--- src/design/ifmode_pkg.sv ---
// package for the interface mode, integrity checker and result registers
// assumes a serial front end that decodes commands into register strobes
package ifmode_pkg;

    localparam int ADDR_W = 8;
    localparam int DATA_W = 24;
    localparam int STAT_W = 8;
    localparam int MODE_W = 16;

    localparam logic [ADDR_W-1:0] CHECKSUM_ADDR = 8'h03;
    localparam logic [ADDR_W-1:0] RESULT_ADDR = 8'h04;
    // interface mode address is not fixed here; see the top parameter
    localparam logic [ADDR_W-1:0] MODE_ADDR_DEFAULT = 8'h02;

    localparam logic [MODE_W-1:0] MODE_RESET = 16'h0000;
    // writable bits: 12, 11, 8, 7, 6, 5, 3:2, 0; others reserved, read 0
    localparam logic [MODE_W-1:0] MODE_WMASK = 16'h19ED;
    localparam logic [DATA_W-1:0] RESULT_RESET = 24'h000000;

    localparam int APPEND_BIT = 6;
    localparam int CHECK_EN_BIT = 5;
    localparam int CSUM_LSB = 2;
    localparam int SHORT_BIT = 0;

    localparam logic [1:0] CSUM_OFF = 2'h0;
    localparam logic [1:0] CSUM_XOR_RD = 2'h1;
    localparam logic [1:0] CSUM_CRC = 2'h2;

    localparam logic [5:0] LEN_16 = 6'h10;
    localparam logic [5:0] LEN_24 = 6'h18;
    localparam logic [5:0] LEN_32 = 6'h20;
    localparam int SHORT_W = 16;

    typedef struct packed {
        logic wr;
        logic rd;
        logic [ADDR_W-1:0] addr;
        logic [DATA_W-1:0] wdata;
    } reg_req_t;

    typedef struct packed {
        logic valid;
        logic unipolar;
        logic [DATA_W-1:0] raw;
    } conv_t;

endpackage

--- src/design/integrity_watch.sv ---
// integrity checker: snapshots watched registers when armed, flags change
// assumes the watched word list already leaves out mode, result and status
`timescale 1ns/1ns
module integrity_watch
    import ifmode_pkg::*;
#(
    parameter int WORDS = 8
)
(
    input wire logic mclk,
    input wire logic rst,
    input wire logic arm,
    input wire logic enable,
    input wire logic [WORDS*DATA_W-1:0] watched,
    output logic [DATA_W-1:0] checksum,
    output logic changed
);

    logic [DATA_W-1:0] snap_ff [WORDS];
    logic [DATA_W-1:0] fold;
    logic [WORDS-1:0] diff;

    always_comb
    begin
        fold = '0;
        for (int i = 0; i < WORDS; i++)
        begin
            fold = fold ^ watched[i*DATA_W +: DATA_W];
            diff[i] = snap_ff[i] != watched[i*DATA_W +: DATA_W];
        end
    end

    assign checksum = enable ? fold : '0;
    assign changed = enable && !arm && (|diff);

    always_ff @(posedge mclk or posedge rst)
    begin
        if (rst)
        begin
            for (int i = 0; i < WORDS; i++)
            begin
                snap_ff[i] <= '0;
            end
        end
        else if (arm)
        begin
            for (int i = 0; i < WORDS; i++)
            begin
                snap_ff[i] <= watched[i*DATA_W +: DATA_W];
            end
        end
    end

endmodule

--- src/design/ifmode_regs.sv ---
// interface mode register, integrity checker and conversion result register
// assumes register strobes from the serial decoder on mclk, one per access
`timescale 1ns/1ns
// Function
// - status append makes result read eight bits longer (32 bits long, 24 bits short)
// - armed checker flags any watched register change
// - writing check enable zero clears error
// - mode, result, status registers are not watched
// - two-bit field selects checksum scheme
// - active checksum adds one byte per transfer
// - short word select gives 16-bit results
// - word length change applies from next result
// - checksum register XORs the user registers
// - checksum reads zero while checker disabled
// - result offset binary, unipolar when polarity asks
// - result read drives ready bit and pin high
// - read command freezes result, rereads allowed
module ifmode_regs
    import ifmode_pkg::*;
#(
    parameter int WORDS = 8,
    parameter logic [ADDR_W-1:0] MODE_ADDR = MODE_ADDR_DEFAULT
)
(
    input wire logic mclk,
    input wire logic rst,
    input wire reg_req_t req,
    input wire logic rd_end,
    input wire conv_t conv,
    input wire logic [STAT_W-1:0] status_in,
    input wire logic [WORDS*DATA_W-1:0] watched,
    output logic [31:0] rdata_ff,
    output logic [5:0] rd_len_ff,
    output logic [MODE_W-1:0] mode_ff,
    output logic [1:0] csum_mode_ff,
    output logic extra_byte_ff,
    output logic reg_error_ff,
    output logic rdy_ff
);

    logic [DATA_W-1:0] result_ff;
    logic hold_ff;
    logic [MODE_W-1:0] nxt_mode;
    logic [DATA_W-1:0] nxt_result;
    logic [DATA_W-1:0] coded;
    logic [DATA_W-1:0] checksum;
    logic changed;
    logic [31:0] nxt_rdata;
    logic [5:0] nxt_len;

    wire mode_wr = req.wr && req.addr == MODE_ADDR;
    wire res_rd = req.rd && req.addr == RESULT_ADDR;
    wire sum_rd = req.rd && req.addr == CHECKSUM_ADDR;
    wire mode_rd = req.rd && req.addr == MODE_ADDR;
    wire check_en = mode_ff[CHECK_EN_BIT];
    wire new_check = nxt_mode[CHECK_EN_BIT];
    wire arm = mode_wr && new_check && !check_en;
    wire disarm = mode_wr && !new_check;
    wire short_sel = mode_ff[SHORT_BIT];
    wire append = mode_ff[APPEND_BIT];
    wire load = conv.valid && !hold_ff && !res_rd;
    // a disarm write cuts the compare in its own cycle; a mismatch that
    // still stands then would otherwise win and outlive the clear
    wire hit = changed && !disarm;
    wire [1:0] nxt_csum = nxt_mode[CSUM_LSB +: 2];

    // reserved bits are forced to zero whatever the host sends
    assign nxt_mode = mode_wr ?
        (req.wdata[MODE_W-1:0] & MODE_WMASK) : mode_ff;

    // raw is two's complement; flipping the sign bit gives offset binary
    assign coded = conv.unipolar ? conv.raw :
        {~conv.raw[DATA_W-1], conv.raw[DATA_W-2:0]};

    // word length sampled at load, so a mode write never alters a held
    // result; the upper bits are kept, the low ones dropped
    assign nxt_result = short_sel ?
        {8'h00, coded[DATA_W-1 -: SHORT_W]} : coded;

    assign nxt_len = short_sel ? LEN_16 : LEN_24;

    // the status byte rides below the result so channel bits match data
    assign nxt_rdata = res_rd ?
        (append ? {result_ff, status_in} : {8'h00, result_ff}) :
        sum_rd ? {8'h00, checksum} :
        mode_rd ? {16'h0000, mode_ff} : 32'h00000000;

    integrity_watch #(
        .WORDS(WORDS)
    ) u_watch (
        .mclk(mclk),
        .rst(rst),
        .arm(arm),
        .enable(check_en),
        .watched(watched),
        .checksum(checksum),
        .changed(changed)
    );

    always_ff @(posedge mclk or posedge rst)
    begin
        if (rst)
        begin
            mode_ff <= MODE_RESET;
            csum_mode_ff <= CSUM_OFF;
            extra_byte_ff <= 1'b0;
        end
        else
        begin
            mode_ff <= nxt_mode;
            csum_mode_ff <= nxt_csum;
            extra_byte_ff <= nxt_csum != CSUM_OFF;
        end
    end

    // the checker still compares during a disarm write, but hit masks the change
    // in that cycle, so the clear wins over a set from the same cycle
    always_ff @(posedge mclk or posedge rst)
    begin
        if (rst)
        begin
            reg_error_ff <= 1'b0;
        end
        else if (hit)
        begin
            reg_error_ff <= 1'b1;
        end
        else if (disarm)
        begin
            reg_error_ff <= 1'b0;
        end
    end

    always_ff @(posedge mclk or posedge rst)
    begin
        if (rst)
        begin
            result_ff <= RESULT_RESET;
            rd_len_ff <= LEN_24;
            rdy_ff <= 1'b1;
            hold_ff <= 1'b0;
        end
        else
        begin
            if (load)
            begin
                result_ff <= nxt_result;
                rd_len_ff <= append ? nxt_len + 6'h08 : nxt_len;
                rdy_ff <= 1'b0;
            end
            else if (res_rd)
            begin
                rdy_ff <= 1'b1;
            end
            if (res_rd)
            begin
                hold_ff <= 1'b1;
            end
            else if (rd_end)
            begin
                hold_ff <= 1'b0;
            end
        end
    end

    always_ff @(posedge mclk or posedge rst)
    begin
        if (rst)
        begin
            rdata_ff <= 32'h00000000;
        end
        else if (req.rd)
        begin
            rdata_ff <= nxt_rdata;
        end
    end

    result_frozen_a: assert property (
        @(posedge mclk) disable iff (rst)
        hold_ff && !rd_end |=> $stable(result_ff))
        else $error("result changed while a read held it");

    ready_high_a: assert property (
        @(posedge mclk) disable iff (rst)
        res_rd |=> rdy_ff ##1 (rdy_ff || !hold_ff))
        else $error("ready not high after result read");

    append_data_a: assert property (
        @(posedge mclk) disable iff (rst)
        res_rd && append |=> rdata_ff[7:0] == $past(status_in))
        else $error("status not appended to result");

    error_clear_a: assert property (
        @(posedge mclk) disable iff (rst)
        disarm |=> !reg_error_ff)
        else $error("integrity error survived disable write");

    error_set_a: assert property (
        @(posedge mclk) disable iff (rst)
        check_en && !mode_wr && !$stable(watched) |=> reg_error_ff)
        else $error("watched change not flagged");

    sum_zero_a: assert property (
        @(posedge mclk) disable iff (rst)
        sum_rd && !check_en |=> rdata_ff == 32'h00000000)
        else $error("checksum nonzero while checker disabled");

    short_result_a: assert property (
        @(posedge mclk) disable iff (rst)
        load && short_sel |=> result_ff[23:16] == 8'h00
            && rd_len_ff == ($past(append) ? LEN_24 : LEN_16))
        else $error("short result wider than 16 bits");

    extra_byte_a: assert property (
        @(posedge mclk) disable iff (rst)
        extra_byte_ff == (csum_mode_ff != CSUM_OFF))
        else $error("extra byte does not follow checksum mode");

    offset_code_a: assert property (
        @(posedge mclk) disable iff (rst)
        load && !conv.unipolar && !short_sel
            |=> result_ff[23] != $past(conv.raw[23]))
        else $error("bipolar result not offset binary");

    reserved_zero_a: assert property (
        @(posedge mclk) disable iff (rst)
        mode_ff[4] == 1'b0 && mode_ff[1] == 1'b0
            && csum_mode_ff == mode_ff[3:2])
        else $error("reserved mode bit set or field mismatch");

    // the checks below cover reads, lengths and holds; the bench reaches
    // mode_read_a only once and unipolar_code_a never

    mode_write_a: assert property (
        @(posedge mclk) disable iff (rst)
        mode_wr |=> mode_ff
            == ($past(req.wdata[MODE_W-1:0]) & MODE_WMASK))
        else $error("mode write did not land with reserved bits cleared");

    mode_read_a: assert property (
        @(posedge mclk) disable iff (rst)
        mode_rd |=> rdata_ff == {16'h0000, $past(mode_ff)})
        else $error("mode read data wrong");

    error_hold_a: assert property (
        @(posedge mclk) disable iff (rst)
        reg_error_ff && !disarm |=> reg_error_ff)
        else $error("integrity error dropped without disable write");

    error_quiet_a: assert property (
        @(posedge mclk) disable iff (rst)
        !check_en && !reg_error_ff |=> !reg_error_ff)
        else $error("integrity error raised while checker disabled");

    sum_high_a: assert property (
        @(posedge mclk) disable iff (rst)
        sum_rd |=> rdata_ff[31:24] == 8'h00)
        else $error("checksum read wider than 24 bits");

    plain_result_a: assert property (
        @(posedge mclk) disable iff (rst)
        res_rd && !append |=> rdata_ff[31:24] == 8'h00)
        else $error("result read carries status without append");

    append_len_a: assert property (
        @(posedge mclk) disable iff (rst)
        load && append
            |=> rd_len_ff == ($past(short_sel) ? LEN_24 : LEN_32))
        else $error("appended read length not eight bits longer");

    long_len_a: assert property (
        @(posedge mclk) disable iff (rst)
        load && !short_sel
            |=> rd_len_ff == ($past(append) ? LEN_32 : LEN_24))
        else $error("long result read length wrong");

    unipolar_code_a: assert property (
        @(posedge mclk) disable iff (rst)
        load && conv.unipolar && !short_sel
            |=> result_ff == $past(conv.raw))
        else $error("unipolar result not straight binary");

    ready_low_a: assert property (
        @(posedge mclk) disable iff (rst)
        load |=> !rdy_ff)
        else $error("new result did not drop ready");

    hold_set_a: assert property (
        @(posedge mclk) disable iff (rst)
        res_rd |=> hold_ff)
        else $error("result read did not freeze the register");

    len_frozen_a: assert property (
        @(posedge mclk) disable iff (rst)
        hold_ff |=> $stable(rd_len_ff))
        else $error("read length changed while a read held it");

    word_length_a: assert property (
        @(posedge mclk) disable iff (rst)
        mode_wr && !load |=> $stable(result_ff))
        else $error("mode write altered the held result");

endmodule

--- config.mk ---
export PLATFORM = sky130hd
export DESIGN_NAME = ifmode_regs
export DESIGN_NICKNAME = d
export VERILOG_FILES = /design/src/design/ifmode_pkg.sv /design/src/design/integrity_watch.sv /design/src/design/ifmode_regs.sv
export SDC_FILE = /design/constraint.sdc
export NUM_CORES = 1
export LEC_CHECK = 0
export BUFFER_PORTS_ARGS = -buffer_cell sky130_fd_sc_hd__buf_4
export CAP_MARGIN = 30
export CORE_MARGIN = 5
export CORE_UTILIZATION = 55
export CTS_CLUSTER_SIZE = 12
export DETAILED_ROUTE_END_ITERATION = 10
export GPL_TIMING_DRIVEN = 0
export PLACE_DENSITY = 0.9
export SYNTH_ARGS = -nofsm -noshare
export SYNTH_HDL_FRONTEND = slang
export SYNTH_SLANG_ARGS = --single-unit
--- constraint.sdc ---
create_clock -name mclk -period 13.5 [get_ports mclk]
set_input_delay 3.375 -clock mclk [delete_from_list [all_inputs] [get_ports mclk]]
set_output_delay 3.375 -clock mclk [all_outputs]
set_load 0.1 [all_outputs]
==> results.py <==
metrics = {
    "placement": {
        "routabilityCongestion": 0.921,
        "dpl_worst_slack_ns": 7.75,
        "dp_hpwl_um": 37400,
        "dp.cells": 1845,
        "io_buffer_count": 296,
    },
    "grt": {
        "grt_max_degree": 113,
        "grt_pass1_wl_um": 73000,
        "overflow": 0,
        "antenna_found_initial": 5,
        "grtUsageTotal_pct": 31.5,
        "grt_pass1_vias": 11803,
    },
    "sta": {
        "fmax_mhz": 193,
        "setup-tns-final_ns": 0,
        "worst_pin_slew_ns": 0.948,
        "finalHoldViolations": 0,
        "finalClockSkew_ns": 0.0181,
        "fin_crit_sh_pct": 38.5,
        "slew_headroom_pct": 36.2,
        "post-route-min-period_ns": 5.19,
        "layout_setup_ws_ns": 8.31,
        "drv_slew": 0,
        "grt_setup_unrepaired": "no",
        "setup_viol": 0,
    },
    "min_path": {
        "hp-class": "reg -> reg",
    },
    "floorplan": {
        "die_x_um": 175,
        "dieArea_mm2": 0.0305,
        "core_area_mm2": 0.0268,
        "pin_count": 322,
        "initial_core_util_pct": 55.6,
        "die_y_um": 175,
        "rows": 60,
    },
    "synthesis": {
        "synth_xor_area_share_pct": 21.1,
        "synth_compound_area_share_pct": 3.50,
        "yosysWarnings": 0,
        "async_reset_ff_share_pct": 100,
        "seq_area_frac_synth_pct": 44.4,
        "synthSimpleGateAreaFrac_pct": 6.18,
        "synth_ff_type": "dfrtp_1",
        "synth_edf_count": 0,
        "synth_adder_area_share_pct": 0.168,
        "ys_ff_latch": 264,
        "syn_area_mm2": 0.0149,
        "synthCells": 1197,
        "synth_cell_types": 41,
        "muxShareOfSynthArea_pct": 21.4,
        "synth_top_family_by_area": "multiplexers",
        "synth_area_per_cell_um2": 12.4,
    },
    "power": {
        "power.internal_mw": 1.43,
        "leakage_nw": 9.51,
        "swShare_pct": 28.6,
        "power_frac_seq_pct": 42.1,
        "total_power_mw": 2.00,
        "clkPwrFrac_pct": 38.4,
        "ir_worst_vdd_mv": 0.0781,
        "powerDensity_mw_per_mm2": 108,
        "p_comb_share_pct": 19.5,
        "p_sw_mw": 0.570,
    },
    "detailed_routing": {
        "wire_per_inst_um": 26.3,
        "drtIter0Drc": 1101,
        "drt-total-wl_um": 49900,
        "drtAntennaViolNets": 0,
        "via_per_inst": 5.89,
        "drtPass1Iterations": 7,
        "vias": 11191,
        "drc": 0,
    },
    "cells_and_area": {
        "area_delta_synth_final_pct": 24.5,
        "final_common_cell": "buf_4",
        "fin_cells": 1899,
        "final_util_pct": 69.2,
        "drive_above_1_share_pct": 37.4,
        "finalNetCount": 1800,
        "layout_common_cells": "309 x buf_4, 261 x dfrtp_1, 193 x xnor2_1",
    },
    "clock_tree": {
        "hold_buffers": 0,
        "h-tree-depth": 1,
        "clock_latency_ns": 0.55,
        "cts_tree": "done",
        "clock-sinks": 264,
        "numCtsBuffers": 28,
        "cts_resized": 0,
        "ctsRootBufferMaster": "clkbuf_16",
        "clockBufferDepth": 3,
        "cts_setup_buffers": 0,
        "path_clk_slew_ns": 0.06,
    },
    "outcome": {
        "outcome": "finished clean",
    },
    "critical_path": {
        "critPathCaptureType": "register",
        "ff2ff_setup_slack_ns": 10.89,
        "crit_required_ns": 13.93,
        "critical_path_class": "in -> reg",
        "critPathLaunchType": "input port",
        "crit_fanout": 3,
        "critPathArrivalTime_ns": 5.62,
    },
    "job": {
        "drv_cap": 0,
    },
}
power groups by stage:
stage | clock (mW) | combinational (mW) | sequential, mW
global placement | 0 | 0.371 | 0.851
global route | 0.803 | 0.408 | 0.842
detailed placement | 0 | 0.382 | 0.853
floorplan | 0 | 0.190 | 0.874
CTS | 0.769 | 0.386 | 0.839
finish | 0.766 | 0.389 | 0.840
layer usage:
layer  global-route usage, %  vias up  wire length [um]
li1                        -     4722                 -
met1                    41.6     5621             19400
met2                    50.0      686             23400
met3                    5.58      162              4080
met4                    16.6        0              2980
met5                       0        -                 0
state kept, by name, summed over array words and instances (netlist names):
register and cells:
u_watch.snap_ff 192, rdata_ff 32, result_ff 24, mode_ff 8, rd_len_ff 3, csum_mode_ff 1, extra_byte_ff 1, hold_ff 1
rdy_ff 1, reg_error_ff 1
worst max-delay path, cell delays in order:
cell and delay, ns:
buf_4 0.13, xor2_1 0.17, nor4_1 0.81, nand4_1 0.19, nor4_1 0.46, nand4_1 0.20, o221a_2 0.27
worst paths after layout:
check / depth (start not counted) / to / from
max: 7 / reg_error_ff / watched[14]
min: 2 / rd_len_ff[3] / rd_len_ff[3]
max reg2reg: 6 / reg_error_ff / u_watch.snap_ff[90]
min reg2reg: 2 / rd_len_ff[3] / rd_len_ff[3]
max in group asynchronous: 3 / u_watch.snap_ff[51] / rst
min in group asynchronous: 2 / hold_ff / rst
metrics by stage:
step                hold WS, ns  instance area [um^2]
global route              0.470                 18600
floorplan                 0.460                 14900
global placement          0.450                 17600
CTS                       0.462                 18500
finish                    0.462                 18600
detailed placement        0.451                 17600
cell usage after synthesis (all sizes together), types with 2 or more instances:
master,n,area (um^2)
nor4,39,244
nand3,11,55.1
and3,4,25.0
mux2,199,2870
xnor2,193,1690
mux2i,31,310
a211oi,7,52.6
nand4,23,144
nor2,2,7.51
buf,36,332
a221oi,2,17.5
nand2,56,210
xor2,166,1450
dfstp,3,78.8
a21oi,21,105
nor2b,24,150
dfrtp,261,6530
clkbuf,22,82.6
ha,2,25.0
o22ai,8,50.1
o21ai,49,245
inv,21,78.8
nor3,3,26.3
final cells by class:
type                            instances  area, um^2
Clock inverter                          3        45.0
Antenna cell                            5        12.5
Timing Repair Buffer                  299        2280
Multi-Input combinational cell        863        7830
Fill cell                            1869        8250
Buffer                                 58         414
Clock buffer                           45         846
Sequential cell                       264        6610
Inverter                               21        86.3
Tap cell                              341         427
cell families (layout without fill, tap and decap cells):
logic type / count (synthesis) / after routing
buffers and inverters: 79 / 426
adders and majority gates: 2 / 2
xor gates and xnor gates: 359 / 359
and+or+nand+nor: 169 / 169
DFF: 264 / 264
AOI/OAI and AO/OA: 93 / 93
muxes: 230 / 230
other: 1 / 15
Note: power is estimated with default switching activity, not from simulation.
